<file path="src/verilog/wdt_defs.svh">
`ifndef WDT_DEFS_SVH
`define WDT_DEFS_SVH

// register selectors on the cpu port
`define WDT_SEL_CTRL_CNT 2'h0
`define WDT_SEL_RSTCTRL  2'h1
`define WDT_SEL_COUNT    2'h2

// write keys in the upper byte of a word write; the flag clear code goes in the lower byte
`define WDT_KEY_COUNT    8'h5A
`define WDT_KEY_CTRL     8'hA5
`define WDT_KEY_LOW_CLR  8'h00

// timer control field positions
`define WDT_TC_OVF_BIT   7
`define WDT_TC_MODE_BIT  6
`define WDT_TC_EN_BIT    5
`define WDT_TC_RSV_MASK  8'h18
`define WDT_TC_CKS_MSB   2

// reset control field positions
`define WDT_RC_WDFLAG_BIT     7
`define WDT_RC_RESET_EN_BIT   6
`define WDT_RC_RESET_TYPE_BIT 5
`define WDT_RC_RSV_MASK  8'h1F

// reset values
`define WDT_COUNT_RESET  8'h00
`define WDT_RC_RESET     8'h1F

// timing, in system clock states
`define WDT_RESET_HOLD   518
`define WDT_LOCKOUT      132

`endif

</file>
<file path="src/verilog/wdt_pkg.sv">
`default_nettype none

package wdt_pkg;

  typedef struct packed {
    logic       ovf;
    logic       mode_wd;
    logic       en;
    logic [2:0] cks;
  } wdt_ctrl_t;

  typedef struct packed {
    logic       wd_flag;
    logic       rst_en;
    logic       rst_type;
  } wdt_rstctrl_t;

  typedef struct packed {
    logic        wr;
    logic        rd;
    logic [1:0]  sel;
    logic [15:0] wdata;
  } wdt_cpu_req_t;

endpackage

`default_nettype wire

</file>
<file path="src/verilog/wdt_prescaler.sv">
`timescale 1ns/1ps
`default_nettype none

module wdt_prescaler #(
  parameter int WIDTH = 17
) (
  // clock and reset
  input  wire logic       clk,
  input  wire logic       reset,
  // control
  input  wire logic       run,
  input  wire logic [2:0] cks,
  // tick out
  output logic            tick
);

  logic [WIDTH-1:0] div_q;
  logic [WIDTH-1:0] div_d;

  initial begin
    if (WIDTH < 17) $error("prescaler too narrow for the longest tap");
  end

  // tap index per code; codes 000..101 are free choices
  function automatic int tap_of(input logic [2:0] c);
    unique case (c)
      3'h0: tap_of = 0;
      3'h1: tap_of = 5;
      3'h2: tap_of = 6;
      3'h3: tap_of = 7;
      3'h4: tap_of = 8;
      3'h5: tap_of = 10;
      3'h6: tap_of = 14;
      3'h7: tap_of = 16;
    endcase
  endfunction

  assign div_d = div_q + {{(WIDTH-1){1'b0}}, 1'b1};

  // held at zero while stopped so each start begins a full period
  always_ff @(posedge clk) begin
    if (reset || !run) begin
      div_q <= '0;
    end else begin
      div_q <= div_d;
    end
  end

  // one-cycle pulse when all bits up to the tap are one: divide by 2^(tap+1)
  logic [WIDTH-1:0] mask;
  always_comb begin
    mask = '0;
    for (int i = 0; i < WIDTH; i++) begin
      mask[i] = (i <= tap_of(cks));
    end
  end

  assign tick = run && ((div_q & mask) == mask);

endmodule

`default_nettype wire

</file>
<file path="src/verilog/wdt_lockout.sv">
`timescale 1ns/1ps
`default_nettype none

module wdt_lockout #(
  parameter int COUNT = 132
) (
  // clock and reset
  input  wire logic clk,
  input  wire logic reset,
  // start event and busy level
  input  wire logic start,
  output logic      busy
);

  localparam int W = $clog2(COUNT + 1);
  logic [W-1:0] cnt_q;

  initial begin
    if (COUNT < 1) $error("lockout count must be at least one");
  end

  always_ff @(posedge clk) begin
    if (reset) begin
      cnt_q <= '0;
    end else if (start) begin
      cnt_q <= W'(COUNT);
    end else if (cnt_q != '0) begin
      cnt_q <= cnt_q - W'(1);
    end
  end

  assign busy = (cnt_q != '0);

endmodule

`default_nettype wire

</file>
<file path="src/verilog/wdt_timer.sv">
// Contract
// - count enable 1 counts selected ticks; 0 stops and zeroes counter
// - reset clears the counter to zero
// - counter wrap from FF to 00 in interval mode sets the overflow flag
// - overflow flag clears only by read-at-one then write 0
// - watchdog reset overflow clears overflow flag via internal reset
// - mode select 0 interval, 1 watchdog; resets to 0
// - reserved control bits read one and ignore writes
// - clock select picks one of eight prescaler taps
// - watchdog flag sets on overflow only in watchdog mode
// - watchdog flag clears only by read-at-one then write 0
// - reset control loads 1F only from the pin reset
// - reset enable 1 plus watchdog overflow requests chip reset
// - reset enable 0 overflow resets counter and control only
// - reset type 0 selects power-on; 1 is prohibited
// - interval mode overflow raises the interval interrupt
// - protected registers accept only keyed word writes
// - key 5A loads counter, key A5 loads control
// - A5 00 clears watchdog flag; 5A loads reset bits 6 and 5
// - internal reset held for 518 clock states
// - protected registers ignore writes for 132 states after overflow
`timescale 1ns/1ps
`default_nettype none
`include "wdt_defs.svh"

module wdt_timer #(
  parameter int RESET_HOLD = `WDT_RESET_HOLD,
  parameter int LOCKOUT    = `WDT_LOCKOUT
) (
  // clock and pin reset
  input  wire logic                  clk,
  input  wire logic                  reset,
  // cpu port
  input  wire wdt_pkg::wdt_cpu_req_t cpu_req,
  output logic [7:0]                 cpu_rdata,
  // events
  output logic                       interval_interrupt,
  output logic                       chip_reset_req,
  output logic                       chip_reset_type
);

  localparam int HW = $clog2(RESET_HOLD + 1);

  initial begin
    if (RESET_HOLD < 1) $error("reset hold must be at least one");
  end

  wdt_pkg::wdt_ctrl_t    ctrl_q;
  wdt_pkg::wdt_rstctrl_t rc_q;
  logic [7:0]            count_q;
  logic                  ovf_seen_q;
  logic                  wd_seen_q;
  logic [HW-1:0]         hold_q;
  logic                  tick;
  logic                  wrap;
  logic                  lock;
  logic                  wd_clear;
  logic                  wr_cnt;
  logic                  wr_ctl;
  logic                  wr_rc_clr;
  logic                  wr_rc_set;
  logic [7:0]            wlo;
  logic [7:0]            whi;

  assign wlo = cpu_req.wdata[7:0];
  assign whi = cpu_req.wdata[15:8];

  wdt_prescaler #(.WIDTH(17)) u_pre (
    .clk   (clk),
    .reset (reset),
    .run   (ctrl_q.en),
    .cks   (ctrl_q.cks),
    .tick  (tick)
  );

  wdt_lockout #(.COUNT(LOCKOUT)) u_lock (
    .clk   (clk),
    .reset (reset),
    .start (wrap),
    .busy  (lock)
  );

  // keyed word writes only; refused during the post-overflow lockout
  always_comb begin
    wr_cnt    = cpu_req.wr && !lock && cpu_req.sel == `WDT_SEL_CTRL_CNT
                && whi == `WDT_KEY_COUNT;
    wr_ctl    = cpu_req.wr && !lock && cpu_req.sel == `WDT_SEL_CTRL_CNT
                && whi == `WDT_KEY_CTRL;
    wr_rc_clr = cpu_req.wr && !lock && cpu_req.sel == `WDT_SEL_RSTCTRL
                && whi == `WDT_KEY_CTRL && wlo == `WDT_KEY_LOW_CLR;
    wr_rc_set = cpu_req.wr && !lock && cpu_req.sel == `WDT_SEL_RSTCTRL
                && whi == `WDT_KEY_COUNT;
  end

  assign wrap = ctrl_q.en && tick && !wr_cnt && count_q == 8'hFF;

  // watchdog overflow resets counter and control whether or not chip reset follows
  assign wd_clear = wrap && ctrl_q.mode_wd;

  // counter; a write beats an increment
  always_ff @(posedge clk) begin
    if (reset || wd_clear || !ctrl_q.en) begin
      count_q <= `WDT_COUNT_RESET;
    end else if (wr_cnt) begin
      count_q <= wlo;
    end else if (tick) begin
      count_q <= count_q + 8'h01;
    end
  end

  // control register; reserved bits are not stored
  always_ff @(posedge clk) begin
    if (reset || wd_clear) begin
      ctrl_q <= '0;
    end else begin
      if (wr_ctl) begin
        ctrl_q.mode_wd <= wlo[`WDT_TC_MODE_BIT];
        ctrl_q.en      <= wlo[`WDT_TC_EN_BIT];
        ctrl_q.cks     <= wlo[`WDT_TC_CKS_MSB:0];
      end
      // set wins over a clear in the same cycle
      if (wrap) begin
        ctrl_q.ovf <= 1'b1;
      end else if (wr_ctl && !wlo[`WDT_TC_OVF_BIT] && ovf_seen_q) begin
        ctrl_q.ovf <= 1'b0;
      end
    end
  end

  // read-at-one arming for the overflow flag clear
  always_ff @(posedge clk) begin
    if (reset || wd_clear || !ctrl_q.ovf) begin
      ovf_seen_q <= 1'b0;
    end else if (cpu_req.rd && cpu_req.sel == `WDT_SEL_CTRL_CNT) begin
      ovf_seen_q <= 1'b1;
    end
  end

  // reset control: only the pin reset initialises it
  always_ff @(posedge clk) begin
    if (reset) begin
      rc_q <= '0;
    end else begin
      if (wr_rc_set) begin
        rc_q.rst_en   <= wlo[`WDT_RC_RESET_EN_BIT];
        rc_q.rst_type <= wlo[`WDT_RC_RESET_TYPE_BIT];
      end
      if (wd_clear) begin
        rc_q.wd_flag <= 1'b1;
      end else if (wr_rc_clr && wd_seen_q) begin
        rc_q.wd_flag <= 1'b0;
      end
    end
  end

  always_ff @(posedge clk) begin
    if (reset || !rc_q.wd_flag) begin
      wd_seen_q <= 1'b0;
    end else if (cpu_req.rd && cpu_req.sel == `WDT_SEL_RSTCTRL) begin
      wd_seen_q <= 1'b1;
    end
  end

  // internal reset stretch
  always_ff @(posedge clk) begin
    if (reset) begin
      hold_q <= '0;
    end else if (wd_clear && rc_q.rst_en) begin
      hold_q <= HW'(RESET_HOLD);
    end else if (hold_q != '0) begin
      hold_q <= hold_q - HW'(1);
    end
  end

  assign chip_reset_req     = (hold_q != '0);
  assign chip_reset_type    = rc_q.rst_type;
  assign interval_interrupt = ctrl_q.ovf && !ctrl_q.mode_wd;

  // registered read data
  always_ff @(posedge clk) begin
    if (reset) begin
      cpu_rdata <= 8'h00;
    end else begin
      unique case (cpu_req.sel)
        `WDT_SEL_CTRL_CNT:
          cpu_rdata <= {ctrl_q.ovf, ctrl_q.mode_wd, ctrl_q.en, 2'b11, ctrl_q.cks};
        `WDT_SEL_RSTCTRL:
          cpu_rdata <= {rc_q.wd_flag, rc_q.rst_en, rc_q.rst_type, 5'h1F};
        `WDT_SEL_COUNT:
          cpu_rdata <= count_q;
        default:
          cpu_rdata <= 8'h00;
      endcase
    end
  end

  // checks
  a_wrap_sets_ovf: assert property (@(posedge clk) disable iff (reset)
    wrap && !ctrl_q.mode_wd |=> ctrl_q.ovf) else $error("overflow flag not set");
  a_disable_zero: assert property (@(posedge clk) disable iff (reset)
    !ctrl_q.en |=> count_q == 8'h00) else $error("counter not zero when off");
  a_hold_length: assert property (@(posedge clk) disable iff (reset)
    $rose(chip_reset_req) |-> chip_reset_req [*8]) else $error("reset pulse short");
  a_wdflag_mode: assert property (@(posedge clk) disable iff (reset)
    $rose(rc_q.wd_flag) |-> $past(ctrl_q.mode_wd)) else $error("watchdog flag in interval");
  // checks the stored reset enable and type bits, not the gated strobes, so a broken wr_rc_set gate is caught
  a_lock_refuse: assert property (@(posedge clk) disable iff (reset)
    lock |=> $stable(rc_q.rst_en) && $stable(rc_q.rst_type)) else $error("write during lockout");
  a_wd_reset_ctl: assert property (@(posedge clk) disable iff (reset)
    wd_clear |=> ctrl_q == '0 && count_q == 8'h00) else $error("watchdog clear missed");
  a_irq_follows: assert property (@(posedge clk) disable iff (reset)
    interval_interrupt |-> ctrl_q.ovf && !ctrl_q.mode_wd) else $error("irq without flag");
  a_ovf_clear: assert property (@(posedge clk) disable iff (reset)
    $fell(ctrl_q.ovf) |-> $past(ovf_seen_q) || $past(wd_clear)) else $error("bad ovf clear");
  a_rc_keep: assert property (@(posedge clk) disable iff (reset)
    wd_clear |=> rc_q.rst_en == $past(rc_q.rst_en)) else $error("reset control lost");

endmodule

`default_nettype wire

</file>
<file path="config.mk">
export PLATFORM = sky130hd
export DESIGN_NAME = wdt_timer
export DESIGN_NICKNAME = d
export VERILOG_FILES = /design/src/verilog/wdt_pkg.sv /design/src/verilog/wdt_prescaler.sv /design/src/verilog/wdt_lockout.sv /design/src/verilog/wdt_timer.sv
export VERILOG_INCLUDE_DIRS = /design/src /design/src/verilog
export SDC_FILE = /design/constraint.sdc
export NUM_CORES = 1
export LEC_CHECK = 0
export BUFFER_PORTS_ARGS = -buffer_cell sky130_fd_sc_hd__clkbuf_2
export CAP_MARGIN = 40
export CORE_ASPECT_RATIO = 1.5
export CORE_MARGIN = 5
export CORE_UTILIZATION = 40
export CTS_BUF_LIST = sky130_fd_sc_hd__clkbuf_2
export DETAILED_ROUTE_END_ITERATION = 8
export GPL_ROUTABILITY_DRIVEN = 0
export GPL_TIMING_DRIVEN = 0
export PLACE_DENSITY_LB_ADDON = 0.25
export REMOVE_ABC_BUFFERS = 1
export SLEW_MARGIN = 5
export SYNTH_ARGS = -nofsm -noshare
export SYNTH_HDL_FRONTEND = slang
export SYNTH_MEMORY_MAX_BITS = 65536
export SYNTH_SLANG_ARGS = --single-unit
export TNS_END_PERCENT = 1
</file>
<file path="constraint.sdc">
create_clock -name clk -period 4 [get_ports clk]
set_clock_uncertainty 0.2 [all_clocks]
set_input_delay 0.2 -clock clk [delete_from_list [all_inputs] [get_ports clk]]
set_output_delay 0.2 -clock clk [all_outputs]
set_load 0.02 [all_outputs]
</file>
Word-level counts from Yosys, hierarchy flattened --
Memory sizes are Yosys's and may differ from the RTL's. A register that Yosys moved wholly into a read port is not among the register bits. Cells that the tools add are included.
Cells by class: add/subtract/negate cells 4, $lt $le $gt $ge 17, equality and inequality tests 6, muxes and demuxes 45, bitwise operators 1, reductions and logical operators 43
Operators with widths (count):
- $le 5x32->1 const A | 8
- $le 4x32->1 const A | 4
- $mux 3 | 34
- $le 3x32->1 const A | 2
- $le 1x32->1 const A | 1
- $le 2x32->1 const A | 1
- $le 6x32->1 const A | 1
- $mux 8 | 4
- $pmux 8 s3 | 1
- $logic_and 1x1->1 | 20
- $mux 10 | 2
- $add 17x1->17 const B | 1
- $and 17x17->17 | 1
- $eq 17x17->1 | 1
- $eq 8x8->1 const B | 2
- $reduce_bool 10->1 | 1
- $reduce_bool 2->1 | 5
- $sub 10x1->10 const B | 1
- $add 8x1->8 const B | 1
- $eq 8x7->1 const B | 1
- $logic_not 8->1 | 1
- $reduce_bool 8->1 | 1
- $sub 8x1->8 const B | 1
- $logic_not 1->1 | 7
- 6 further kinds | 14
Word-level totals: register bits 62, bits in read-only memories 680, output and inout bits 11, word-level logic and storage cells 149, memories 17
Memory list:
- (no name shown) | words 8, bits a word 5, rd ports 1, clocked after Yosys merged registers in 1, wr ports 0, line wdt_prescaler.sv:26 | unique case (c)
- (no name shown) | words 8, bits a word 5, rd ports 1, clocked after Yosys merged registers in 1, wr ports 0, line wdt_prescaler.sv:26
- (no name shown) | words 8, bits a word 5, rd ports 1, clocked after Yosys merged registers in 1, wr ports 0, line wdt_prescaler.sv:26
- (no name shown) | words 8, bits a word 5, rd ports 1, clocked after Yosys merged registers in 1, wr ports 0, line wdt_prescaler.sv:26
- (no name shown) | words 8, bits a word 5, rd ports 1, clocked after Yosys merged registers in 1, wr ports 0, line wdt_prescaler.sv:26
- (no name shown) | words 8, bits a word 5, rd ports 1, clocked after Yosys merged registers in 1, wr ports 0, line wdt_prescaler.sv:26
- 11 more memories

Depth between registers and ports, before layout --
Gate-level depths: netlist of run 1.
depth after elaboration 11, mapped depth 13

By module --
Synthesis of run 1 repeated with hierarchy kept, for this count alone.
Unflattened totals: cells, all modules 368, area, all modules 3164.3 sq um
By module, submodules not included:
- wdt_timer | instances 1, cells each 211, area each 1849.3 sq um, seq. area each 740.7 sq um
- wdt_prescaler | instances 1, cells each 109, area each 900.9 sq um, seq. area each 340.3 sq um
- wdt_lockout | instances 1, cells each 48, area each 414.1 sq um, seq. area each 160.2 sq um

Least setup slack after synthesis of run 1 --
OpenSTA, ideal clock, no wires.
path type reg-to-reg, start reg u_lock.cnt_q[0], end reg (tool-made name), library setup time 0.141 ns, data arrival time 2.854 ns, required time 3.659 ns, setup slack 0.806 ns, stages on the path, launching flop included 14, cells stage by stage dfxtp_1 -> inv_1 -> ha_1 -> or4b_4 -> nor4_4 -> nand4_4 -> and4_4 -> and3_4 -> a21o_1 -> buf_4 -> nor2_1 -> ha_1 -> nor2_1 -> a211oi_1
RTL lines:
- from (decl) | line wdt_lockout.sv:16 | logic [W-1:0] cnt_q;
- from (signal assigned) | line wdt_lockout.sv:26 | cnt_q <= W'(COUNT);
- from (signal assigned) | line wdt_lockout.sv:28 | cnt_q <= cnt_q - W'(1);

==> impl_metrics.py, run 1 <==
metrics = {
    "setup_path": {
        "timing.rr.start": "u_lock.cnt_q[0]",
        "ff2ff_setup_slack_ps": 310,
        "cp-start-kind": "flop",
        "slowest_stage": "or4b_4",
        "end_kind": "flop",
        "crit_path_max_fanout": 17,
        "worstPathArrival_ps": 3900,
        "criticalPathCategory": "flop to flop",
        "cpPeakStageDelay_ps": 510,
        "cp_cell_sequence": "inv_1 -> ha_1 -> or4b_4 -> nor4_4 -> buf_4 -> nand4_4 -> and4_4 -> and3_4 -> a21o_1 -> nor2_1 -> ha_1 -> nor2_1 -> a211oi_1",
        "r2r_cells": 13,
        "cp.required_ps": 4210,
    },
    "timing": {
        "finalHoldViolations": 0,
        "maxSlewHeadroom_pct": 47.7,
        "setup_viol": 0,
        "period_needed_ps": 3690,
        "slew_viol_final": 0,
        "worst_pin_slew_ps": 779,
        "grt_setup_unrepaired": "no",
        "finalSetupTns_ps": 0,
        "finalCritPeriodShare_pct": 92.3,
        "max_freq_mhz": 271,
    },
    "final_layout": {
        "utilization_pct": 47.4,
        "area_growth_pct": 16.0,
        "nets": 450,
        "final_cells": 533,
        "layout-drive-gt1-share_pct": 16.4,
    },
    "grt": {
        "grt_max_degree": 32,
        "gr-total-overflow": 0,
        "grt_pass1_wl_um": 12700,
        "grt_pass1_vias": 2794,
        "grt_usage_pct": 15.5,
        "grt_antenna_before_repair": 1,
    },
    "worst_hold_path": {
        "holdCritStartpoint": "reset",
        "hold_end": "u_lock.cnt_q[7]",
        "hold_class": "primary input to flop",
        "hold_path_depth": 2,
    },
    "synthesis": {
        "synthArstFlopShare_pct": 0,
        "netlist_area_um2": 3250,
        "synth_top_area_share_pct": 41.2,
        "synth_largest_area_cell": "dfxtp_1",
        "synthTopCellsByArea": "dfxtp_1 (41%), nor2_1 (7.2%), xor2_1 (4.0%), mux2i_1 (4.0%), a21oi_1 (3.5%)",
        "synth_cells": 372,
        "synth_edf_count": 0,
        "ys.flop_type": "dfxtp_1",
        "synth_seq_cells": 67,
        "avgSynthCellArea_um2": 8.74,
        "yosysSeqAreaShare_pct": 41.2,
        "yosysUniqueCellTypes": 49,
        "yosys_warnings": 0,
    },
    "clocking": {
        "cts_buffers": 9,
        "clkSlewWorstSetupHoldPaths_ps": 180,
        "clockRootBuffer": "clkbuf_2",
        "cts_tree": "done",
        "htree_num_levels": 3,
        "clk_latency_ps": 520,
        "clk_path_buf_depth": 2,
        "postCtsResizedCells": 0,
        "clock_sinks": 67,
    },
    "routing": {
        "vias": 2818,
        "wl_per_cell_um": 13.8,
        "drt_iter0_drc": 130,
        "routed_wl_um": 7370,
        "drc": 0,
        "routed_via_density": 5.29,
        "ant_nets": 0,
        "drt_pass1_iterations": 4,
    },
    "power": {
        "vdd_ir_drop_max_uv": 280,
        "leakagePower_nw": 1.40,
        "p_per_area_nw_per_um2": 430,
    },
    "floorplan": {
        "die-area_um2": 10100,
        "fp.dieW_um": 83.6,
        "ios": 33,
        "fp.dieH_um": 120,
        "core_um2": 7960,
        "start_util_pct": 40.9,
        "num_rows": 40,
    },
    "status": {
        "outcome": "finished, final reports clean",
    },
    "place": {
        "io_buffers": 32,
        "dpl.cell_count": 495,
        "dp_hpwl_um": 5290,
    },
    "flow_run": {
        "maxCapViolations": 0,
    },
}
worst max path at each step:
stage	from	to	depth (start not counted)
after CTS	u_lock.cnt_q[0]	flop	12
after detailed placement	u_lock.cnt_q[0]	flop	12
final	u_lock.cnt_q[0]	flop	13
after global routing	u_lock.cnt_q[0]	flop	13
after global placement	u_lock.cnt_q[0]	flop	12
after floorplan	u_lock.cnt_q[0]	flop	12
flip-flops by register name, indices dropped and copies added, names as in the netlist, named ones only:
signal           count
wd_seen_q            1
u_lock.cnt_q         8
chip_reset_type      1
cpu_rdata            8
u_pre.div_q         17
hold_q              10
ovf_seen_q           1
rc_q                 2
ctrl_q               6
count_q              8
metal layers:
layer / global-route usage [%] / part of all wire, % / up-vias
met3: 3.68 / 3.7 / 16
met2: 27.7 / 52 / 53
met4: 7.44 / 2.4 / 0
met5: 0 / 0 / -
li1: - / - / 1426
met1: 17.0 / 41 / 1323
report_power, final:
| part | internal [mW] | total [mW] | switching (mW) |
|---|---|---|---|
| logic | 0.243 | 0.505 | 0.261 |
| clock network | 0.0725 | 0.319 | 0.247 |
| registers | 0.739 | 0.797 | 0.0586 |
synthesized netlist by cell type (9+ instances only):
master and instances:
a21oi_1 23, clkbuf_1 9, dfxtp_1 67, inv_1 10, mux2i_1 13, nand2_1 19
nand3_1 15, nor2_1 62, nor3_1 19, o21ai_0 11, xnor2_1 10, xor2_1 15
worst max-delay path: cells and delay by family, from the launching register on:
kind            cells  cell delay (ps)
buf+inv             2              310
simple gates        7             1870
compound gates      2              400
fa+ha+maj           2              450
flops               1              350
stage by stage:
| step | cell area (µm²) | power, mW | setup slack (ps) | hold WS [ps] |
|---|---|---|---|---|
| global placement | 3480 | 1.26 | 222 | 265 |
| finish | 3770 | 1.62 | 309 | 72.1 |
| global route | 3770 | 1.74 | 61.0 | 84.1 |
| floorplan | 3190 | 1.17 | 643 | 69.1 |
| detailed placement | 3480 | 1.27 | 192 | 270 |
| CTS | 3750 | 1.60 | 168 | 53.7 |
cells in the final DEF, fill, tap and decap left out, types with 5 or more instances in the layout:
| cell type | n |
|---|---|
| nand3_1 | 15 |
| or3_1 | 8 |
| nor3_1 | 19 |
| nor3b_1 | 5 |
| nor2b_1 | 6 |
| nor4_1 | 5 |
| and3_1 | 7 |
| mux2i_1 | 13 |
| nor2_1 | 62 |
| nand4_1 | 6 |
| a211oi_2 | 8 |
| inv_1 | 10 |
| nand2_1 | 19 |
| xnor2_1 | 10 |
| xor2_1 | 15 |
| dfxtp_1 | 67 |
| dlygate4sd3_1 | 19 |
| a21oi_1 | 23 |
| clkbuf_2 | 41 |
| ha_1 | 5 |
| o21ai_0 | 11 |
cell type report:
type	count	area, µm²
inverter	10	37.5
sequential	67	1340
tap	105	131
multi-input combinational	281	1810
antenna	1	2.50
fill	770	4190
clock inverter	6	33.8
timing repair buffer	54	373
clock buffer	9	45.0
cells by family (layout without fill, tap and decap cells):
logic type | after synthesis | in the layout | synth area share [%]
other | 0 | 1 | 0
AND/OR/NAND/NOR | 179 | 179 | 30.4
buffers and inverters | 24 | 79 | 3.19
adder cells (fa/ha/maj) | 5 | 5 | 1.92
multiplexers | 13 | 13 | 4.00
flip-flops | 67 | 67 | 41.2
XOR/XNOR | 25 | 25 | 6.73
AO/OA/AOI/OAI | 59 | 59 | 12.5
repair_timing:
action,CTS,global route
hold buffers,19,0
hold endpoints to repair,30,0
endpoints found under the setup margin,0,1
setup buffers,0,3
Note: power is estimated with default switching activity, not from simulation.
==> inputs of run 2 (changes only) <==
==> constraint.sdc (replaced) <==
create_clock -name clk -period 4 [get_ports clk]
set_clock_uncertainty 0.2 [all_clocks]
set_input_delay 0.6 -clock clk [delete_from_list [all_inputs] [get_ports clk]]
set_output_delay 0.6 -clock clk [all_outputs]
set_load 0.02 [all_outputs]
==> run 2 against run 1 <==
  * Total power is 1.0% lower
  * Non-clock buffer count is 19 lower
  * Worst hold slack better by 130 ps
  * Die area stayed put
  * Critical path type unchanged
==> impl_metrics.py, run 2 (synthesis gave the netlist of run 1 again) <==
metrics = {
    "status": {
        "outcome": "finished, final reports clean",
    },
    "place": {
        "dp_slack_ps": 192,
        "dp_hpwl_um": 5290,
        "place_area_um2": 3480,
        "io_buffers": 32,
        "dpl.cell_count": 495,
    },
    "grt": {
        "grt_max_degree": 32,
        "grt_usage_pct": 15.1,
        "grt_antenna_before_repair": 1,
        "grt_pass1_wl_um": 12300,
        "grt_pass1_vias": 2693,
        "gr-total-overflow": 0,
    },
    "power": {
        "p_comb_share_pct": 30.7,
        "p_int_mw": 1.04,
        "leakagePower_nw": 1.32,
        "vdd_ir_drop_max_uv": 278,
        "p_sw_share_pct": 35.0,
        "p_seq_share_pct": 49.6,
        "p_per_area_nw_per_um2": 448,
        "clockPowerShare_pct": 19.7,
        "p_sw_uw": 561,
        "power.total_mw": 1.61,
    },
    "setup_path": {
        "cpPeakStageDelay_ps": 510,
        "criticalPathCategory": "flop to flop",
        "slowest_stage": "or4b_4",
        "end_kind": "flop",
        "cp-start-kind": "flop",
        "cp.required_ps": 4190,
        "crit_path_max_fanout": 17,
        "cp_cell_sequence": "inv_1 -> ha_1 -> or4b_4 -> nor4_4 -> buf_4 -> nand4_4 -> and4_4 -> and3_4 -> a21o_1 -> nor2_1 -> ha_1 -> nor2_1 -> a211oi_1",
        "worstPathArrival_ps": 3880,
    },
    "routing": {
        "routed_via_density": 5.34,
        "wl_per_cell_um": 14.0,
        "vias": 2747,
        "drc": 0,
        "drt_iter0_drc": 169,
        "routed_wl_um": 7190,
        "drt_pass1_iterations": 4,
        "ant_nets": 0,
    },
    "timing": {
        "finalSetupTns_ps": 0,
        "finalCritPeriodShare_pct": 92.3,
        "finalHoldViolations": 0,
        "period_needed_ps": 3690,
        "setup_viol": 0,
        "maxSlewHeadroom_pct": 47.3,
        "post-route-worst-setup-slack_ps": 308,
        "slew_viol_final": 0,
        "hold_slack_ps": 204,
        "max_freq_mhz": 271,
        "grt_setup_unrepaired": "no",
        "worst_pin_slew_ps": 785,
    },
    "floorplan": {
        "die-area_um2": 10100,
        "fp.dieW_um": 83.6,
        "core_um2": 7960,
        "start_util_pct": 40.9,
        "num_rows": 40,
        "ios": 33,
        "fp.dieH_um": 120,
    },
    "clocking": {
        "clock_sinks": 67,
        "clkSlewWorstSetupHoldPaths_ps": 190,
        "htree_num_levels": 3,
        "clk_latency_ps": 510,
        "clk_path_buf_depth": 2,
        "cts_tree": "done",
        "cts_buffers": 9,
        "holdBufCountCts": 0,
        "clockRootBuffer": "clkbuf_2",
    },
    "final_layout": {
        "final_cell_mix": "dfxtp_1 (67), nor2_1 (62), clkbuf_2 (41), a21oi_1 (23)",
        "fin_area_um2": 3580,
        "utilization_pct": 45.0,
        "num-fill-cells": 787,
        "area_growth_pct": 10.1,
        "top_register": "u_pre.div_q",
        "final_cells": 514,
        "nets": 431,
        "layout-drive-gt1-share_pct": 17.2,
        "largest_register_ffs": 17,
        "layout_commonest_cell": "dfxtp_1",
        "top_regs": "u_pre.div_q (17), hold_q (10)",
    },
    "flow_run": {
        "maxCapViolations": 0,
    },
    "worst_hold_path": {
        "hold_class": "primary input to flop",
    },
}
run 2: changes by cell type in the layout (fill, tap and decap cells not counted), sizes merged:
cell         change
dlygate4sd3     -19
run 2: routing by layer:
metal | wire length [µm] | up-vias | global-route usage [%] | part of all wire [%]
met5 | 0 | - | 0 | 0
met4 | 165 | 0 | 7.24 | 2.3
met3 | 255 | 13 | 3.61 | 3.5
met2 | 3720 | 48 | 26.5 | 52
met1 | 3050 | 1296 | 17.0 | 42
li1 | - | 1390 | - | -
run 2: final timing paths:
path / startpoint / end / slack [ps] / depth (start not counted)
max reg2reg: u_lock.cnt_q[0] / flop / 310 / 13
min reg2reg: u_pre.div_q[0] / u_pre.div_q[0] / 300 / 1
max: u_lock.cnt_q[0] / flop / 310 / 13
min: cpu_req[7] / count_q[7] / 200 / 3
run 2: layout make-up:
type,count,area [µm²],area share (%)
Multi-Input combinational cell,281,1810,50.5
Sequential cell,67,1340,37.5
Timing Repair Buffer,35,183,5.10
Tap cell,105,131,3.67
Clock buffer,9,45.0,1.26
Inverter,10,37.5,1.05
Clock inverter,6,33.8,0.943
Antenna cell,1,2.50,0.0699
run 2: worst max-delay path: cells and delay by family, from the launching register on:
kind / cells / cell delay (ps)
adder cells (fa/ha/maj): 2 / 450
AND/OR/NAND/NOR: 7 / 1870
AO/OA/AOI/OAI: 2 / 400
buffers and inverters: 2 / 310
flip-flops: 1 / 350
run 2: power by group through the flow:
stage	logic [mW]	registers [mW]	clock network [mW]
2_1_floorplan	0.369	0.801	0
3_3_place_gp	0.447	0.808	0
3_5_place_dp	0.462	0.809	0
4_1_cts	0.464	0.796	0.332
5_1_grt	0.558	0.807	0.362
6_report	0.492	0.797	0.316
run 2: timing repair:
item                       in CTS  in global routing
setup endpoints to repair       0                  1
resized for setup               0                  0
setup buffers                   0                  3
==> inputs of run 3 (changes only) <==
--- a/config.mk
+++ b/config.mk
@@ -20,6 +20,7 @@
 export SLEW_MARGIN = 5
 export SYNTH_ARGS = -nofsm -noshare
 export SYNTH_HDL_FRONTEND = slang
+export SYNTH_HIERARCHICAL = 1
 export SYNTH_MEMORY_MAX_BITS = 65536
 export SYNTH_SLANG_ARGS = --single-unit
 export TNS_END_PERCENT = 1
==> run 3 against run 2 <==
  * Clock-buffer cell count unchanged
  * Maximum frequency decreased by 0.60%
  * Worst hold slack got worse by 56 ps
  * Total power increased by 8.4%
  * Global-route usage increased by 0.42 points
  * Area after synthesis decreased by 2.7%
  * Utilization increased by 0.81 points
  * Combinational power increased by 20%
  * First-iteration DRC count decreased by 43%
  * Cell area decreased by 2.0%
  * Largest cell class unchanged
==> impl_metrics.py, run 3 <==
metrics = {
    "final_layout": {
        "layout_commonest_cell": "dfxtp_1",
        "num_antenna_cells": 0,
        "top_register": "u_pre/div_q",
        "largest_register_ffs": 17,
        "nets": 430,
        "top_regs": "u_pre/div_q (17), hold_q (10)",
        "area_growth_pct": 10.9,
        "final_cell_mix": "dfxtp_1 (62), nor2_1 (60), clkbuf_2 (41), a21oi_1 (26), nand2_1 (18)",
        "layout-drive-gt1-share_pct": 16.0,
    },
    "setup_path": {
        "timing.rr.start": "u_lock/cnt_q[0]",
        "end_kind": "flop",
        "worstPathArrival_ps": 3930,
        "r2r-end": "u_lock/cnt_q[4]",
        "criticalPathCategory": "flop to flop",
        "slowest_stage": "nand3_1",
        "cp.required_ps": 4210,
        "cp_common_cell": "inv_1",
        "cp-start-kind": "flop",
        "r2r_cells": 10,
        "ff2ff_setup_slack_ps": 290,
        "cpPeakStageDelay_ps": 650,
        "crit_path_max_fanout": 23,
        "cp_cell_sequence": "inv_1 -> ha_1 -> or3b_2 -> nor2_1 -> inv_1 -> nor4b_4 -> nand3_1 -> and2_1 -> or2_2 -> a211oi_1",
    },
    "grt": {
        "gr-total-overflow": 0,
        "grt_antenna_before_repair": 0,
        "grt_pass1_vias": 2582,
        "grt_usage_pct": 15.5,
        "grt_pass1_wl_um": 12000,
        "grt_max_degree": 25,
    },
    "routing": {
        "drt_pass1_iterations": 4,
        "drc": 0,
        "ant_nets": 0,
        "routed_via_density": 5.43,
        "vias": 2754,
        "wl_per_cell_um": 13.8,
        "routed_wl_um": 7010,
        "drt_iter0_drc": 97,
    },
    "synthesis": {
        "ys.flop_type": "dfxtp_1",
        "synth_edf_count": 0,
        "synth_seq_cells": 62,
        "yosysUniqueCellTypes": 58,
        "synth_top_area_share_pct": 39.2,
        "synthArstFlopShare_pct": 0,
        "synth_cells": 368,
        "synthTopCellsByArea": "dfxtp_1 (39%), nor2_1 (7.1%), a21oi_1 (4.1%), mux2i_1 (4.1%), xnor2_1 (3.6%)",
        "synth_largest_area_cell": "dfxtp_1",
        "yosys_warnings": 6,
        "synth_common_cells": "dfxtp_1 (62), nor2_1 (60), a21oi_1 (26)",
        "netlist_area_um2": 3160,
        "avgSynthCellArea_um2": 8.60,
        "yosysSeqAreaShare_pct": 39.2,
        "yosysMostFrequentCell": "dfxtp_1",
    },
    "floorplan": {
        "num_rows": 39,
        "fp.dieH_um": 119,
        "core_um2": 7660,
        "start_util_pct": 41.3,
        "die-area_um2": 9830,
        "ios": 33,
        "fp.dieW_um": 82.6,
    },
    "timing": {
        "slew_viol_final": 0,
        "grt_setup_unrepaired": "no",
        "setup_viol": 0,
        "worst_pin_slew_ps": 847,
        "period_needed_ps": 3710,
        "max_freq_mhz": 269,
        "finalCritPeriodShare_pct": 92.8,
        "maxSlewHeadroom_pct": 43.3,
        "finalHoldViolations": 0,
        "finalSetupTns_ps": 0,
    },
    "worst_hold_path": {
        "hold_class": "primary input to flop",
        "holdCritStartpoint": "cpu_req[4]",
        "hold_path_depth": 3,
        "hold_end": "count_q[4]",
    },
    "flow_run": {
        "maxCapViolations": 0,
    },
    "power": {
        "leakagePower_nw": 1.30,
        "vdd_ir_drop_max_uv": 187,
        "p_per_area_nw_per_um2": 496,
        "power.total_mw": 1.74,
    },
    "clocking": {
        "holdBufCountCts": 0,
        "cts_tree": "done",
        "clockRootBuffer": "clkbuf_2",
        "clk_latency_ps": 520,
        "clkSlewWorstSetupHoldPaths_ps": 170,
        "htree_num_levels": 3,
        "clk_path_buf_depth": 2,
        "clock_sinks": 62,
        "cts_buffers": 9,
        "postCtsResizedCells": 0,
        "cts_setup_buffers": 0,
    },
    "status": {
        "outcome": "finished, final reports clean",
    },
    "place": {
        "io_buffers": 32,
        "dp_hpwl_um": 5050,
    },
}
[run 3: cell count changes after synthesis, sizes merged, moves of 4 or more]
cell   change
nand4      +5
inv        +6
and3       -6
xor2       -6
nor3      -10
a21oi      +4
dfxtp      -5
[run 3: worst max-delay path by stage]
| stage | end | cells after the start | from | slack, ps |
|---|---|---|---|---|
| 2_1_floorplan | u_lock/cnt_q[1] | 10 | u_lock/cnt_q[0] | 900 |
| 3_3_place_gp | u_lock/cnt_q[1] | 10 | u_lock/cnt_q[0] | 350 |
| 3_5_place_dp | u_lock/cnt_q[1] | 10 | u_lock/cnt_q[0] | 350 |
| 4_1_cts | u_lock/cnt_q[4] | 10 | u_lock/cnt_q[0] | 290 |
| 5_1_grt | u_lock/cnt_q[1] | 10 | u_lock/cnt_q[0] | 20 |
| 6_report | u_lock/cnt_q[4] | 10 | u_lock/cnt_q[0] | 290 |
[run 3: worst max-delay path, delay by kind of cell (launching register included)]
kind | cells | cell delay [ps]
AND/OR/NAND/NOR | 6 | 2420
flip-flops | 1 | 370
AO/OA/AOI/OAI | 1 | 210
adder cells (fa/ha/maj) | 1 | 190
buffers and inverters | 2 | 240
[run 3: stage by stage]
stage | setup WS, ps | utilization (%) | hold slack (ps) | area (µm²) | cells
3_5_place_dp | 349 | 44.5 | 284 | 3410 | 491
2_1_floorplan | 904 | - | 244 | 3120 | 357
5_1_grt | 20.0 | 45.8 | 114 | 3510 | 507
3_3_place_gp | 352 | 44.5 | 288 | 3410 | 491
6_report | 286 | 45.8 | 148 | 3510 | 507
4_1_cts | 294 | 45.8 | 94.6 | 3510 | 507
[run 3: cell type report]
cell class	instances	area, µm²
timing repair buffer	32	160
clock inverter	7	55.1
sequential	62	1240
multi-input combinational	279	1820
inverter	16	60.1
tap	102	128
fill	772	4150
clock buffer	9	45.0
[run 3: logic make-up (layout without fill, tap and decap cells)]
kind of cell,after synthesis,in the layout,synth area share (%)
compound gates,69,69,14.4
xor+xnor,22,22,6.09
fa+ha+maj,8,8,3.16
buf+inv,27,64,3.24
mux,14,14,4.47
simple gates,166,166,29.4
flops,62,62,39.2
[run 3: power by group]
group | switching, mW | internal [mW] | leakage, nW
sequential | 0.0956 | 0.693 | 0.504
combinational | 0.304 | 0.284 | 0.734
clock | 0.229 | 0.134 | 0.0656
[run 3: per-layer routing]
| metal | vias to the layer above | share of wire (%) | track usage [%] |
|---|---|---|---|
| met5 | - | 0 | 0 |
| met2 | 62 | 48 | 23.4 |
| met4 | 0 | 2.7 | 7.77 |
| li1 | 1380 | - | - |
| met1 | 1296 | 45 | 20.1 |
| met3 | 16 | 4.1 | 4.08 |
